File: config.mk
export PLATFORM = sky130hd
export DESIGN_NAME = sacc_top
export DESIGN_NICKNAME = d
export VERILOG_FILES = /design/src/hw/sacc_pkg.sv /design/src/hw/sacc_fifo.sv /design/src/hw/sacc_top.sv
export VERILOG_INCLUDE_DIRS = /design/src /design/src/hw
export SDC_FILE = /design/constraint.sdc
export NUM_CORES = 1
export LEC_CHECK = 0
export BUFFER_PORTS_ARGS = -buffer_cell sky130_fd_sc_hd__buf_2
export CAP_MARGIN = 5
export CORE_MARGIN = 4
export CORE_UTILIZATION = 35
export CTS_CLUSTER_SIZE = 30
export DETAILED_ROUTE_END_ITERATION = 12
export GPL_TIMING_DRIVEN = 0
export HOLD_SLACK_MARGIN = 0.1
export PLACE_DENSITY_LB_ADDON = 0.15
export RECOVER_POWER = 50
export SLEW_MARGIN = 20
export SYNTH_ARGS = -nofsm -noshare
export SYNTH_HDL_FRONTEND = slang
export SYNTH_SLANG_ARGS = --single-unit
File: constraint.sdc
create_clock -name sys_clk -period 5 [get_ports sys_clk]
set_clock_uncertainty 0.05 [all_clocks]
set_input_delay 0.75 -clock sys_clk [delete_from_list [all_inputs] [get_ports sys_clk]]
set_output_delay 0.75 -clock sys_clk [all_outputs]
set_load 0.03 [all_outputs]
File: src/hw/sacc_defines.svh
// Constants for the simultaneous conversion control block.
// Assumes inclusion by bare name from the package and the design file.
`ifndef SACC_DEFINES_SVH
`define SACC_DEFINES_SVH
`define SACC_ADDR_SPAN0 6'h03
`define SACC_ADDR_SPAN1 6'h04
`define SACC_ADDR_SPAN2 6'h05
`define SACC_ADDR_SPAN3 6'h06
`define SACC_SPAN_10V 2'h0
`define SACC_SPAN_5V 2'h1
`define SACC_SPAN_2V5 2'h2
`define SACC_SW_MODE_PATTERN 3'h7
`define SACC_CLK_MHZ 50
`define SACC_CONV_TIME_NS 2000
`define SACC_CONV_CYCLES ((`SACC_CONV_TIME_NS * `SACC_CLK_MHZ) / 1000)
`define SACC_EXT_CLK_EDGES 16
`define SACC_SPAN_RESET 8'h00
`endif

File: src/hw/sacc_pkg.sv
// Types shared by the conversion control block.
// Assumes sacc_defines.svh is on the include path.
`include "sacc_defines.svh"
package sacc_pkg;
    typedef logic [1:0] sacc_span_t;
    typedef struct packed {
        logic wr_en;
        logic rd_en;
        logic [5:0] addr;
        logic [7:0] wdata;
    } sacc_reg_req_t;
    typedef struct packed {
        logic [2:0] chan;
        logic [15:0] code;
        logic [1:0] span;
    } sacc_result_t;
endpackage

File: src/hw/sacc_fifo.sv
// Result FIFO with valid/ready on both sides.
// Assumes one clock and a synchronous active-high reset.
`timescale 1ns/1ps
module sacc_fifo #(
    parameter int WIDTH = 21,
    parameter int DEPTH = 8
) (
    input wire logic sys_clk,
    input wire logic rst,
    input wire logic [WIDTH-1:0] in_data,
    input wire logic in_valid,
    output logic in_ready,
    output logic [WIDTH-1:0] out_data,
    output logic out_valid,
    input wire logic out_ready
);
    localparam int AW = $clog2(DEPTH);
    logic [WIDTH-1:0] mem_reg [DEPTH];
    logic [AW-1:0] wp_reg, wp_next, rp_reg, rp_next;
    logic [AW:0] cnt_reg, cnt_next;
    logic push, pop;

    // Handshakes; full and empty come straight from the count
    assign in_ready = (cnt_reg != (AW+1)'(DEPTH));
    assign out_valid = (cnt_reg != '0);
    assign out_data = mem_reg[rp_reg];
    assign push = in_valid && in_ready;
    assign pop = out_valid && out_ready;

    // Pointer and count next values
    always_comb begin
        wp_next = push ? AW'(wp_reg + 1'b1) : wp_reg;
        rp_next = pop ? AW'(rp_reg + 1'b1) : rp_reg;
        cnt_next = cnt_reg;
        if (push && !pop) begin
            cnt_next = (AW+1)'(cnt_reg + 1'b1);
        end else if (pop && !push) begin
            cnt_next = (AW+1)'(cnt_reg - 1'b1);
        end
    end

    always_ff @(posedge sys_clk) begin
        if (rst) begin
            wp_reg <= '0;
            rp_reg <= '0;
            cnt_reg <= '0;
        end else begin
            wp_reg <= wp_next;
            rp_reg <= rp_next;
            cnt_reg <= cnt_next;
        end
    end

    // Storage has no reset; contents are only read when counted valid
    always_ff @(posedge sys_clk) begin
        if (push) begin
            mem_reg[wp_reg] <= in_data;
        end
    end
endmodule

File: src/hw/sacc_top.sv
// Conversion control for an eight-channel simultaneous-sampling converter.
// Assumes a 50 MHz sys_clk, synchronous rst, and pins already synchronous.
// Summary of operation
// - Hardware mode: range pin high gives +-10 V, low gives +-5 V, all channels.
// - Software mode: per-channel span from registers at 0x03 to 0x06.
// - Software mode ignores the range pin completely.
// - Software mode offers +-10, +-5 and +-2.5 V; hardware never +-2.5 V.
// - Start strobe rising edge samples all eight channels together.
// - Busy rises with the strobe, falls after all eight channels convert.
// - Strobe edges while busy are ignored, except as the external conversion clock.
// - Acquisition for the next conversion starts when busy falls.
// - New results readable after busy falls; host reads only then.
// - Previous results stay readable while converting; new ones load before busy falls.
// - Default timing comes from the internal oscillator within conversion time.
// - Software mode only: external conversion clock on the start strobe pin.
// - All eight channels always convert; unused ones are read out too.
// - Results are 16-bit two's complement codes.
// - Code step is span over 65536; transitions at half steps.
// - Reference pin high enables internal reference; low needs external 2.5 V.
// - Reference mode follows the reference pin as seen on leaving reset.
// - Oversampling pins all high select software mode, else hardware mode.
`timescale 1ns/1ps
`include "sacc_defines.svh"
module sacc_top #(
    parameter int CONV_CYCLES = `SACC_CONV_CYCLES,
    parameter int FIFO_DEPTH = 8
) (
    input wire logic sys_clk,
    input wire logic rst,
    input wire logic conversion_start_strobe,
    input wire logic [2:0] oversampling_select_pins,
    input wire logic range_select_pin,
    input wire logic ref_select_pin,
    input wire logic ext_clk_enable,
    input wire logic [8*16-1:0] analog_codes,
    input wire sacc_pkg::sacc_reg_req_t reg_req,
    output logic [7:0] reg_rdata,
    output logic busy,
    output logic internal_ref_enable,
    output logic software_mode,
    output logic [15:0] gain_select,
    output logic [15:0] result_code [8],
    output sacc_pkg::sacc_result_t stream_data,
    output logic stream_valid,
    input wire logic stream_ready
);
    import sacc_pkg::*;

    typedef enum {ST_IDLE, ST_CONV, ST_PUSH} sacc_state_t;

    sacc_state_t state_reg, state_next;
    logic [7:0] span_reg [4];
    logic [7:0] span_next [4];
    logic strobe_d_reg;
    logic [15:0] sample_reg [8];
    logic [15:0] sample_next [8];
    logic [15:0] result_reg [8];
    logic [15:0] result_next [8];
    logic [15:0] gain_conv_reg, gain_conv_next;
    logic [15:0] cnt_reg, cnt_next;
    logic [2:0] push_ch_reg, push_ch_next;
    logic ref_reg, ref_next, ref_caught_reg;
    logic strobe_rise, sw_mode, fifo_in_ready;
    logic [15:0] live_gain;
    sacc_result_t fifo_in;

    // Span field of one channel: two bits per channel, four channels per pair of registers
    function automatic sacc_span_t span_of(input logic [7:0] regs [4], input int ch);
        logic [7:0] r;
        r = regs[ch / 2];
        return (ch % 2 == 0) ? r[1:0] : r[5:4];
    endfunction

    // Mode decode from the oversampling pins
    assign sw_mode = (oversampling_select_pins == `SACC_SW_MODE_PATTERN);
    assign strobe_rise = conversion_start_strobe && !strobe_d_reg;

    // Live gain per channel; in hardware mode only the range pin counts
    always_comb begin
        for (int c = 0; c < 8; c++) begin
            if (sw_mode) begin
                live_gain[2*c +: 2] = span_of(span_reg, c);
                if (span_of(span_reg, c) == 2'h3) begin
                    live_gain[2*c +: 2] = `SACC_SPAN_10V;
                end
            end else begin
                live_gain[2*c +: 2] = range_select_pin ? `SACC_SPAN_10V : `SACC_SPAN_5V;
            end
        end
    end

    // Span registers, written through the documented register port
    always_comb begin
        for (int i = 0; i < 4; i++) begin
            span_next[i] = span_reg[i];
        end
        if (reg_req.wr_en) begin
            case (reg_req.addr)
                `SACC_ADDR_SPAN0: span_next[0] = reg_req.wdata;
                `SACC_ADDR_SPAN1: span_next[1] = reg_req.wdata;
                `SACC_ADDR_SPAN2: span_next[2] = reg_req.wdata;
                `SACC_ADDR_SPAN3: span_next[3] = reg_req.wdata;
                default: ;
            endcase
        end
    end

    always_ff @(posedge sys_clk) begin
        if (rst) begin
            for (int i = 0; i < 4; i++) begin
                span_reg[i] <= `SACC_SPAN_RESET;
            end
        end else begin
            for (int i = 0; i < 4; i++) begin
                span_reg[i] <= span_next[i];
            end
        end
    end

    // Read data is registered; unmapped addresses read zero
    always_ff @(posedge sys_clk) begin
        if (rst) begin
            reg_rdata <= 8'h00;
        end else if (reg_req.rd_en) begin
            case (reg_req.addr)
                `SACC_ADDR_SPAN0: reg_rdata <= span_reg[0];
                `SACC_ADDR_SPAN1: reg_rdata <= span_reg[1];
                `SACC_ADDR_SPAN2: reg_rdata <= span_reg[2];
                `SACC_ADDR_SPAN3: reg_rdata <= span_reg[3];
                default: reg_rdata <= 8'h00;
            endcase
        end
    end

    // Reference mode caught once, on the first clock after reset release
    always_comb begin
        ref_next = ref_caught_reg ? ref_reg : ref_select_pin;
    end

    always_ff @(posedge sys_clk) begin
        if (rst) begin
            ref_reg <= 1'b0;
            ref_caught_reg <= 1'b0;
        end else begin
            ref_reg <= ref_next;
            ref_caught_reg <= 1'b1;
        end
    end

    // Conversion sequencer. With the external clock option each strobe edge
    // during a conversion advances it, so the host must keep clocking.
    always_comb begin
        state_next = state_reg;
        cnt_next = cnt_reg;
        push_ch_next = push_ch_reg;
        gain_conv_next = gain_conv_reg;
        for (int c = 0; c < 8; c++) begin
            sample_next[c] = sample_reg[c];
            result_next[c] = result_reg[c];
        end
        case (state_reg)
            ST_IDLE: begin
                if (strobe_rise) begin
                    for (int c = 0; c < 8; c++) begin
                        sample_next[c] = analog_codes[16*c +: 16];
                    end
                    gain_conv_next = live_gain;
                    cnt_next = '0;
                    state_next = ST_CONV;
                end
            end
            ST_CONV: begin
                // Further strobe edges never restart here
                if (sw_mode && ext_clk_enable) begin
                    if (strobe_rise) begin
                        cnt_next = 16'(cnt_reg + 1'b1);
                    end
                    if (cnt_reg == 16'(`SACC_EXT_CLK_EDGES - 1) && strobe_rise) begin
                        state_next = ST_PUSH;
                    end
                end else begin
                    cnt_next = 16'(cnt_reg + 1'b1);
                    if (cnt_reg == 16'(CONV_CYCLES - 1)) begin
                        state_next = ST_PUSH;
                    end
                end
                if (state_next == ST_PUSH) begin
                    for (int c = 0; c < 8; c++) begin
                        result_next[c] = sample_reg[c];
                    end
                    push_ch_next = '0;
                end
            end
            ST_PUSH: begin
                // Busy stays high until every channel has entered the FIFO
                if (fifo_in_ready) begin
                    push_ch_next = 3'(push_ch_reg + 1'b1);
                    if (push_ch_reg == 3'h7) begin
                        state_next = ST_IDLE;
                    end
                end
            end
            default: state_next = ST_IDLE;
        endcase
    end

    always_ff @(posedge sys_clk) begin
        if (rst) begin
            state_reg <= ST_IDLE;
            cnt_reg <= '0;
            push_ch_reg <= '0;
            gain_conv_reg <= '0;
            strobe_d_reg <= 1'b0;
            for (int c = 0; c < 8; c++) begin
                sample_reg[c] <= 16'h0000;
                result_reg[c] <= 16'h0000;
            end
        end else begin
            state_reg <= state_next;
            cnt_reg <= cnt_next;
            push_ch_reg <= push_ch_next;
            gain_conv_reg <= gain_conv_next;
            strobe_d_reg <= conversion_start_strobe;
            for (int c = 0; c < 8; c++) begin
                sample_reg[c] <= sample_next[c];
                result_reg[c] <= result_next[c];
            end
        end
    end

    // Outputs
    assign busy = (state_reg != ST_IDLE);
    assign internal_ref_enable = ref_reg;
    assign software_mode = sw_mode;
    assign gain_select = gain_conv_reg;
    always_comb begin
        for (int c = 0; c < 8; c++) begin
            result_code[c] = result_reg[c];
        end
    end
    assign fifo_in.chan = push_ch_reg;
    assign fifo_in.code = result_reg[push_ch_reg];
    assign fifo_in.span = gain_conv_reg[2*push_ch_reg +: 2];

    sacc_fifo #(
        .WIDTH($bits(sacc_result_t)),
        .DEPTH(FIFO_DEPTH)
    ) u_fifo (
        .sys_clk(sys_clk),
        .rst(rst),
        .in_data(fifo_in),
        .in_valid(state_reg == ST_PUSH),
        .in_ready(fifo_in_ready),
        .out_data(stream_data),
        .out_valid(stream_valid),
        .out_ready(stream_ready)
    );

    // Busy goes high the cycle after an accepted strobe edge
    property p_busy_rise;
        @(posedge sys_clk) disable iff (rst)
        (!busy && strobe_rise) |=> busy;
    endproperty
    a_busy_rise: assert property (p_busy_rise) else $error("busy did not rise");

    property p_ignore_busy;
        @(posedge sys_clk) disable iff (rst)
        (busy && strobe_rise && !(sw_mode && ext_clk_enable)) |=> $stable(sample_reg[0]);
    endproperty
    a_ignore_busy: assert property (p_ignore_busy) else $error("strobe while busy took sample");

    property p_hw_range;
        @(posedge sys_clk) disable iff (rst)
        (!busy && strobe_rise && !sw_mode) |=>
            gain_select[1:0] == ($past(range_select_pin) ? `SACC_SPAN_10V : `SACC_SPAN_5V);
    endproperty
    a_hw_range: assert property (p_hw_range) else $error("hardware span wrong");

    property p_no_2v5_hw;
        @(posedge sys_clk) disable iff (rst)
        !sw_mode |-> live_gain[15:14] != `SACC_SPAN_2V5;
    endproperty
    a_no_2v5_hw: assert property (p_no_2v5_hw) else $error("2.5 V span in hardware mode");

    property p_results_hold;
        @(posedge sys_clk) disable iff (rst)
        (busy && state_reg == ST_CONV && state_next == ST_CONV) |=> $stable(result_code[3]);
    endproperty
    a_results_hold: assert property (p_results_hold) else $error("old result lost");

    property p_sw_mode;
        @(posedge sys_clk) disable iff (rst)
        software_mode == (oversampling_select_pins == `SACC_SW_MODE_PATTERN);
    endproperty
    a_sw_mode: assert property (p_sw_mode) else $error("mode decode wrong");

    property p_conv_len;
        @(posedge sys_clk) disable iff (rst)
        (!busy && strobe_rise && !(sw_mode && ext_clk_enable)) |=> busy [*8];
    endproperty
    a_conv_len: assert property (p_conv_len) else $error("conversion ended early");

    property p_ref_hold;
        @(posedge sys_clk) disable iff (rst)
        ref_caught_reg |=> $stable(internal_ref_enable);
    endproperty
    a_ref_hold: assert property (p_ref_hold) else $error("reference mode changed");
endmodule

Yosys cells after proc, flatten, opt, wreduce, memory -nomap -nowiden. Memory sizes are Yosys's and may differ from the RTL's. A register that Yosys moved wholly into a read port is not among the register bits. Index checks and enable logic that the tools add are counted.

Add/sub/neg operators: 6. Eq/ne operators: 26. Shifts and indexed selects: 1. Multiplexer cells: 64. Bitwise gates (word level): 16. Reduce and logical (&&, ||, !) cells: 24.

Operators by type and width (number): $mux 128 (4); $mux 16 (19); $mux 32 (7); $pmux 32 s3 (1); $eq 32x3->1 const B (2); $eq 32x1->1 const B (1); $eq 32x2->1 const B (1); $logic_not 32->1 (1); $mux 2 (16); $pmux 16 s2 (1); $pmux 8 s4 (1); $reduce_bool 32->1 (1); $eq 6x3->1 const B (3); $mux 3 (6); $add 16x1->16 const B (1); $eq 16x4->1 const B (1); $eq 16x7->1 const B (1); $eq 2x2->1 const B (8); $or 1x1->1 (16); $shiftx 16x5->2 (1); $reduce_and 2->1 (5); $add 3x1->3 const B (3); $reduce_and 3->1 (3); $mux 4 (2); 14 further kinds (32).

Flip-flop bits (word level): 120. Bits in writable memories: 424. Input port bits: 154. Word-level logic and storage cells: 155. Memories: 3.

Memory list: u_fifo.mem_reg (words 8, bits a word 21, rd ports 1, clocked after Yosys merged registers in 1, write ports 1, RTL line sacc_fifo.sv:18) `logic [WIDTH-1:0] mem_reg [DEPTH];`; result_reg (words 8, bits a word 16, rd ports 9, clocked after Yosys merged registers in 1, write ports 8, RTL line sacc_top.sv:57) `logic [15:0] result_reg [8];`; sample_reg (words 8, bits a word 16, rd ports 8, clocked after Yosys merged registers in 0, write ports 8, RTL line sacc_top.sv:55) `logic [15:0] sample_reg [8];`.

Longest topological paths before layout. Gate-level depths: netlist of run 1.

Depth in word-level cells: 11. Mapped depth: 13. Gate-level depth less buffers: 12.

Modules after synthesis. A second synthesis of run 1 with hierarchy kept.

Cells, all modules: 1975. Area, all modules: 21866.0 µm².

By module, submodules not included: sacc_top (times used 1, cells each 1659, area each 14765.4 µm²); sacc_fifo (times used 1, cells each 316, area each 7100.6 µm²).

Worst setup path before layout of run 1. No wires, ideal clock.

Kind: flip-flop to flip-flop. Start: reg state_reg[22]. End: mem u_fifo.mem_reg[4][0], enable pin. Library setup time: 0.460 ns. Arrival time: 3.727 ns. Setup slack: 0.763 ns. Stages on the path, launching flop included: 6. Clock period less this slack: 4.237 ns. Cell sequence: dfxtp_1 > nor4_1 > nand4_1 > or3_1 > buf_2 > nor4b_1.

Longest elaborated chain between the ends: 4.

RTL lines: from (decl) (RTL line sacc_top.sv:51) `sacc_state_t state_reg, state_next;`; from (signal assigned) (RTL line sacc_top.sv:219) `state_reg <= state_next;`; $eq 32x3->1 (RTL line sacc_top.sv:252) `.in_valid(state_reg == ST_PUSH),`; $logic_and 1x1->1 (RTL line sacc_fifo.sv:27) `assign push = in_valid && in_ready;`; $mux 1 (RTL line sacc_fifo.sv:56) `if (push) begin`; $mux 1 (not written as such) (RTL line sacc_fifo.sv:57) `mem_reg[wp_reg] <= in_data;`; to (decl) (RTL line sacc_fifo.sv:18).

No other way between the ends.

Final worst setup path of run 1.
Start: reg state_reg[8]. End: mem u_fifo.mem_reg[2][10], enable pin.

The elaborated chain is that of the path after synthesis.

==> results by group, run 1 <==
Global route
  • Gr ovfl total: 0
  • Global-route wire length before repair: 104 mm
  • Antenna violations before repair: 7
  • Vias in the first global route: 16400
  • Largest net degree at the start of global routing: 15
  • Total track usage: 20.8%

Worst setup path
  • CP max FO: 10
  • Crit path required time: 5.26 ns
  • Critical path class: register to register
  • Worst R2R Start: state_reg[8]
  • R2R depth: 8
  • CP startpoint kind: register
  • Critical Path AT: 4.06 ns
  • Reg2reg end: u_fifo.mem_reg[2][10]
  • CP endpoint: u_fifo.mem_reg[2][10]
  • Internal reg-to-reg setup slack: 1.21 ns
  • CP endpoint kind: register
  • Critical Path Source: state_reg[8]

STA
  • Final setup fails: 0
  • RSZ-0062 raised after global routing: no
  • Final count of hold timing violations: 0
  • WHS: 0.332 ns
  • Max-slew headroom: -19.3%
  • Worst Max-Slew Pin Slew: 1.76 ns
  • Fmax: 0.264 GHz
  • Fin crit period: 3.79 ns
  • Slew Viols, Final: 11
  • Final period util: 75.9%

Pwr
  • Peak supply drop: 248 uV
  • Pwr Total: 9490 uW
  • Leak: 0.00910 uW
  • Pwr Density: 360 mW/mm2

Yosys
  • Synth Register Bits: 550
  • Post-synthesis async set-or-reset flop share: 0%
  • Seq/Total Area, Yosys: 58.7%
  • Synthesis Warnings: 0
  • Synth top area share: 35.3%
  • Post-synth top flop: dfxtp_1
  • Gate Count Post-Synth: 1966
  • Number of flops mapped to enable cells by yosys: 168
  • Post-synth top area cell: dfxtp_1
  • Top-count cell post-synth: nand2_1
  • Mean area per synthesized cell: 11.0 um2
  • Synthesized cell area: 0.0216 mm2
  • Top cells by area, synth: dfxtp_1 (35%), edfxtp_1 (23%), nand2_1 (10%)
  • Synth unique cells: 51
  • Commonest cells post-synth: nand2_1 (604), dfxtp_1 (382), a21oi_1 (194)

Die
  • Die height: 257 um
  • Die W: 257 um
  • # rows: 90
  • Core area: 0.0608 mm2
  • I/O Pins: 331
  • Initial Utilization: 35.6%
  • Die area: 0.0659 mm2

Outcome
  • Status: complete, but fails checks
  • Failing checks: max-capacitance violations, max-slew violations

Clock network
  • Clk_lat worst skew: 0.61 ns
  • TritonCTS Buffers: 60
  • CTS H-tree lvls: 2
  • Clock buffer depth: 3
  • Hold Buf Count CTS: 0
  • Clk root buf: clkbuf_16
  • CTS Sinks: 550
  • Reg clk slew, reported paths: 0.06 ns
  • Buffer count from post-CTS setup fixing: 0
  • CTS tree: done
  • Resize count post-CTS: 0

Cells and area
  • Layout cells sized above 1: 17.9%
  • Post-Layout Inst Area: 0.0264 mm2
  • Final-layout fill cell count: 5893
  • Final core occ: 43.4%
  • Max reg flops: 168
  • P&R area growth vs syn: 22.0%
  • Number of nets in the layout: 2576

Detailed routing
  • Detailed Route WL: 71.0 mm
  • WL/cell: 21.9 um
  • TritonRoute pass-1 iters: 6
  • # DRC: 0
  • Drt initial violations: 1051
  • Final antenna-violating net count: 0
  • Via/cell ratio: 5.04
  • Vias: 16400

Place
  • Post-DP Area: 0.0246 mm2
  • Port Buffers: 330
  • Gpl congestion: 0.861
  • Dpl hpwl: 54.2 mm

Min path
  • Hold Crit Class: input pin to register

Flow run
  • Max-cap violation count: 1
## where the power goes
part | switching (uW) | leakage (uW) | internal, uW | total, uW
Sequential | 15.3 | 0.00494 | 4600 | 4610
Clock | 1810 | 0.000983 | 2670 | 4480
Combinational | 253 | 0.00318 | 148 | 402
Total | 2080 | 0.00910 | 7410 | 9490
## logic make-up (layout without fill, tap and decap cells)
kind of cell,after synthesis,count (layout),share of synthesized area [%]
fa+ha+maj,9,9,0.555
simple gates,760,760,14.9
buf+inv,151,619,3.28
flops,550,550,58.7
compound gates,239,239,6.11
other cells,1,32,0.0173
xor+xnor,10,10,0.405
mux,246,246,16.1
## metrics by stage
step                      instances  TNS [ns]  worst slack (ns)
final                          3247         0              1.21
after global routing           3245         0             0.942
after CTS                      3245         0              1.31
after detailed placement       3133         0              1.41
after global placement         3107   -149.98             -2.00
after floorplan                1995         0             0.763
## layer usage
layer,track usage (%),vias to the layer above,part of all wire [%]
li1,-,7792,-
met1,27.3,7998,44
met2,34.9,460,48
met3,4.40,122,5.7
met4,6.06,6,2.9
met5,0,-,0.058
## worst min path at each step
stage	to	startpoint	cells after the start	slack [ns]
final	internal_ref_enable	ref_select_pin	3	0.33
after floorplan	sample_reg[0][0]	sample_reg[0][0]	2	0.38
after detailed placement	sample_reg[0][60]	sample_reg[0][60]	2	0.39
after global routing	sample_reg[1][10]	analog_codes[74]	3	0.32
after global placement	sample_reg[0][39]	sample_reg[0][39]	2	0.39
after CTS	sample_reg[1][10]	analog_codes[74]	3	0.29
## worst max-delay path: stages, from the launching register on
cell      delay (ns)
dfxtp_1         0.30
nor4_1          0.52
nand4_1         0.46
or3_1           0.52
clkbuf_1        0.26
nor4b_2         0.68
buf_2           0.33
buf_4           0.19
buf_2           0.18
## layout make-up
type / instances / area, um2 / share of cell area [%]
Clock buffer: 86 / 1740 / 6.61
Multi-Input combinational cell: 1294 / 8360 / 31.7
Antenna cell: 2 / 5.00 / 0.0190
Timing Repair Buffer: 356 / 1660 / 6.30
Tap cell: 782 / 978 / 3.71
Clock inverter: 26 / 259 / 0.982
Sequential cell: 550 / 12700 / 48.1
Buffer: 135 / 624 / 2.37
Inverter: 16 / 60.1 / 0.228
## placed cells by master, fill, tap and decap left out, types with 4 or more instances in the layout
cell and instances:
nand2_1 604, dfxtp_1 382, clkbuf_1 268, buf_2 203, a21oi_1 194, edfxtp_1 168, mux2i_1 130, mux4_2 78
clkbuf_16 62, nand3_1 34, nor2_1 32, conb_1 30, mux2_2 22, mux2_1 16, buf_6 15, or3_1 14
inv_1 14, nor3_1 14, buf_4 14, o21ai_0 12, clkinv_2 11, nor4_1 10, nand4b_1 10, clkbuf_8 10
a22o_1 9, nand4_1 8, clkinv_1 8, a311oi_1 8, a222oi_1 8, ha_1 8, xnor2_1 7, bufinv_16 5
nor4_2 4, nor2b_1 4
Power figures use the tool's default switching activity.
==> inputs of run 2 (changes only) <==
==> constraint.sdc (replaced) <==
create_clock -name sys_clk -period 3.9 [get_ports sys_clk]
set_clock_uncertainty 0.05 [all_clocks]
set_input_delay 0.585 -clock sys_clk [delete_from_list [all_inputs] [get_ports sys_clk]]
set_output_delay 0.585 -clock sys_clk [all_outputs]
set_load 0.03 [all_outputs]
==> results by group, run 2 (same netlist as run 1, synthesis figures left out) <==
Outcome
  • Status: complete, but fails checks (unchanged)
  • Failing checks: max-capacitance violations, max-slew violations (unchanged)

Die
  • Die area: 0.0659 mm2 (unchanged)
  • Die height: 257 um (unchanged)
  • Initial Utilization: 35.6% (unchanged)
  • Core area: 0.0608 mm2 (unchanged)
  • I/O Pins: 331 (unchanged)
  • # rows: 90 (unchanged)
  • Die W: 257 um (unchanged)

Pwr
  • Pwr Total: 12200 uW (was 9490 uW)
  • Peak supply drop: 337 uV (was 248 uV)
  • Leak: 0.00905 uW (was 0.00910 uW)
  • Pwr Density: 462 mW/mm2 (was 360 mW/mm2)

Global route
  • Global-route wire length before repair: 103 mm (was 104 mm)
  • Gr ovfl total: 0 (unchanged)
  • Largest net degree at the start of global routing: 16 (was 15)
  • Total track usage: 20.7% (was 20.8%)
  • Antenna violations before repair: 7 (unchanged)
  • Vias in the first global route: 16300 (was 16400)

Clock network
  • Hold Buf Count CTS: 0 (unchanged)
  • Clk root buf: clkbuf_16 (unchanged)
  • Resize count post-CTS: 0 (unchanged)
  • CTS Sinks: 550 (unchanged)
  • CTS tree: done (unchanged)
  • Clk_lat worst skew: 0.62 ns (was 0.61 ns)
  • Buffer count from post-CTS setup fixing: 0 (unchanged)
  • Clock buffer depth: 3 (unchanged)
  • TritonCTS Buffers: 61 (was 60)
  • CTS H-tree lvls: 2 (unchanged)
  • Reg clk slew, reported paths: 0.06 ns (about the same)

STA
  • Fin Setup TNS: 0 ns (unchanged)
  • Max-slew headroom: -28.1% (was -19.3%)
  • Final count of hold timing violations: 0 (unchanged)
  • Worst Max-Slew Pin Slew: 1.89 ns (was 1.76 ns)
  • RSZ-0062 raised after global routing: no (unchanged)
  • Fmax: 0.287 GHz (was 0.264 GHz)
  • WHS: 0.149 ns (was 0.332 ns)
  • Final period util: 89.2% (was 75.9%)
  • Final setup fails: 0 (unchanged)
  • Fin crit period: 3.48 ns (was 3.79 ns)
  • Slew Viols, Final: 11 (unchanged)
  • Final critical-path setup slack: 0.420 ns (was 1.21 ns)

Place
  • Cells after DPL: 3124 (was 3133)
  • Placement Setup Slack: 0.399 ns (was 1.41 ns)
  • Port Buffers: 330 (unchanged)
  • Gpl congestion: 0.869 (was 0.861)
  • Dpl hpwl: 53.8 mm (was 54.2 mm)

Cells and area
  • P&R area growth vs syn: 21.9% (was 22.0%)
  • Max reg flops: 168 (unchanged)
  • Non-filler instance count after layout: 3237 (was 3247)
  • Final-layout fill cell count: 5943 (was 5893)
  • Most frequent cells in the layout: nand2_1 (604), dfxtp_1 (382), clkbuf_1 (266) (was nand2_1 (604), dfxtp_1 (382), clkbuf_1 (268))
  • Layout cells sized above 1: 17.7% (was 17.9%)
  • Most common cell after layout, fill and taps aside: nand2_1 (unchanged)
  • Number of nets in the layout: 2568 (was 2576)

Worst setup path
  • CP max stage cell: nor4_1 (was nor4b_2)
  • Critical path class: register to register (unchanged)
  • Crit path buf inv count: 2 (was 4)
  • Worst-path cell chain: nor4_1 -> nand4_1 -> or3_1 -> clkinv_1 -> ha_1 -> inv_1 -> ha_1 -> a21o_1 -> a21oi_1 -> xnor2_1 -> or3_1 -> a21oi_1 (was nor4_1 -> nand4_1 -> or3_1 -> clkbuf_1 -> nor4b_2 -> buf_2 -> buf_4 -> buf_2)
  • Internal reg-to-reg setup slack: 0.42 ns (was 1.21 ns)
  • Reg2reg end: u_fifo.cnt_reg[3] (was u_fifo.mem_reg[2][10])
  • Delay-heaviest family, CP: simple AND/OR/NAND/NOR gates (unchanged)
  • R2R depth: 12 (was 8)
  • CP max FO: 7 (was 10)
  • Crit path required time: 4.39 ns (was 5.26 ns)
  • Slowest cell delay on critical path: 0.51 ns (was 0.68 ns)
  • CP startpoint kind: register (unchanged)
  • Critical Path Source: state_reg[22] (was state_reg[8])
  • CP endpoint kind: register (unchanged)
  • Critical Path AT: 3.97 ns (was 4.06 ns)
  • Worst R2R Start: state_reg[22] (was state_reg[8])

Detailed routing
  • WL/cell: 21.7 um (was 21.9 um)
  • Detailed Route WL: 70.4 mm (was 71.0 mm)
  • TritonRoute pass-1 iters: 6 (unchanged)
  • Vias: 16300 (was 16400)
  • Via/cell ratio: 5.04 (about the same)
  • Final antenna-violating net count: 0 (unchanged)
  • # DRC: 0 (unchanged)
  • Drt initial violations: 1060 (was 1051)

Min path
  • HP Start: ref_select_pin (unchanged)
  • Hold endpoint: internal_ref_enable (unchanged)
  • Hold Path Depth: 3 (unchanged)
  • Hold Crit Class: input pin to register (unchanged)

Flow run
  • Max-cap violation count: 1 (unchanged)
[run 2: final cells by class]
type                       instances  area (um2)  area share (%)
buffer                           135         633            2.40
timing repair buffer             347        1600            6.06
antenna                            2        5.00          0.0190
inverter                          16        60.1           0.228
clock inverter                    27         273            1.03
clock buffer                      84        1750            6.62
tap                              782         978            3.71
multi-input combinational       1294        8390            31.8
sequential                       550       12700            48.1
[run 2: worst max-delay path by stage]
stage / cells after the start / endpoint / slack (ns)
finish: 12 / u_fifo.cnt_reg[3] / 0.42
global route: 12 / u_fifo.cnt_reg[3] / 0.08
CTS: 12 / u_fifo.cnt_reg[3] / 0.35
detailed placement: 12 / u_fifo.cnt_reg[3] / 0.40
global placement: 6 / u_fifo.mem_reg[3][10] / -1.69
floorplan: 6 / u_fifo.mem_reg[5][0] / 0.29
[run 2: power by group]
group	switching, uW	internal [uW]
logic	324	190
clock network	2320	3440
registers	20.4	5890
[run 2: worst min-delay path: cells and delay by family]
family	cells	cell delay, ns
and+or+nand+nor	1	0.07
buffers and inverters	1	0.08
muxes	1	0.05
[run 2: layer usage]
metal	global-route usage (%)	wire length [um]	vias up
li1	-	-	7764
met1	26.7	29900	7979
met2	35.4	34600	449
met3	4.97	4390	103
met4	4.86	1450	8
met5	0	55	-
[run 2: through the flow]
| step | util (%) | cell area (um2) |
|---|---|---|
| final | 43.4 | 26400 |
| after global routing | 43.4 | 26400 |
| after CTS | 43.8 | 26600 |
| after detailed placement | 40.4 | 24600 |
| after global placement | 40.1 | 24400 |
| after floorplan | - | 21800 |
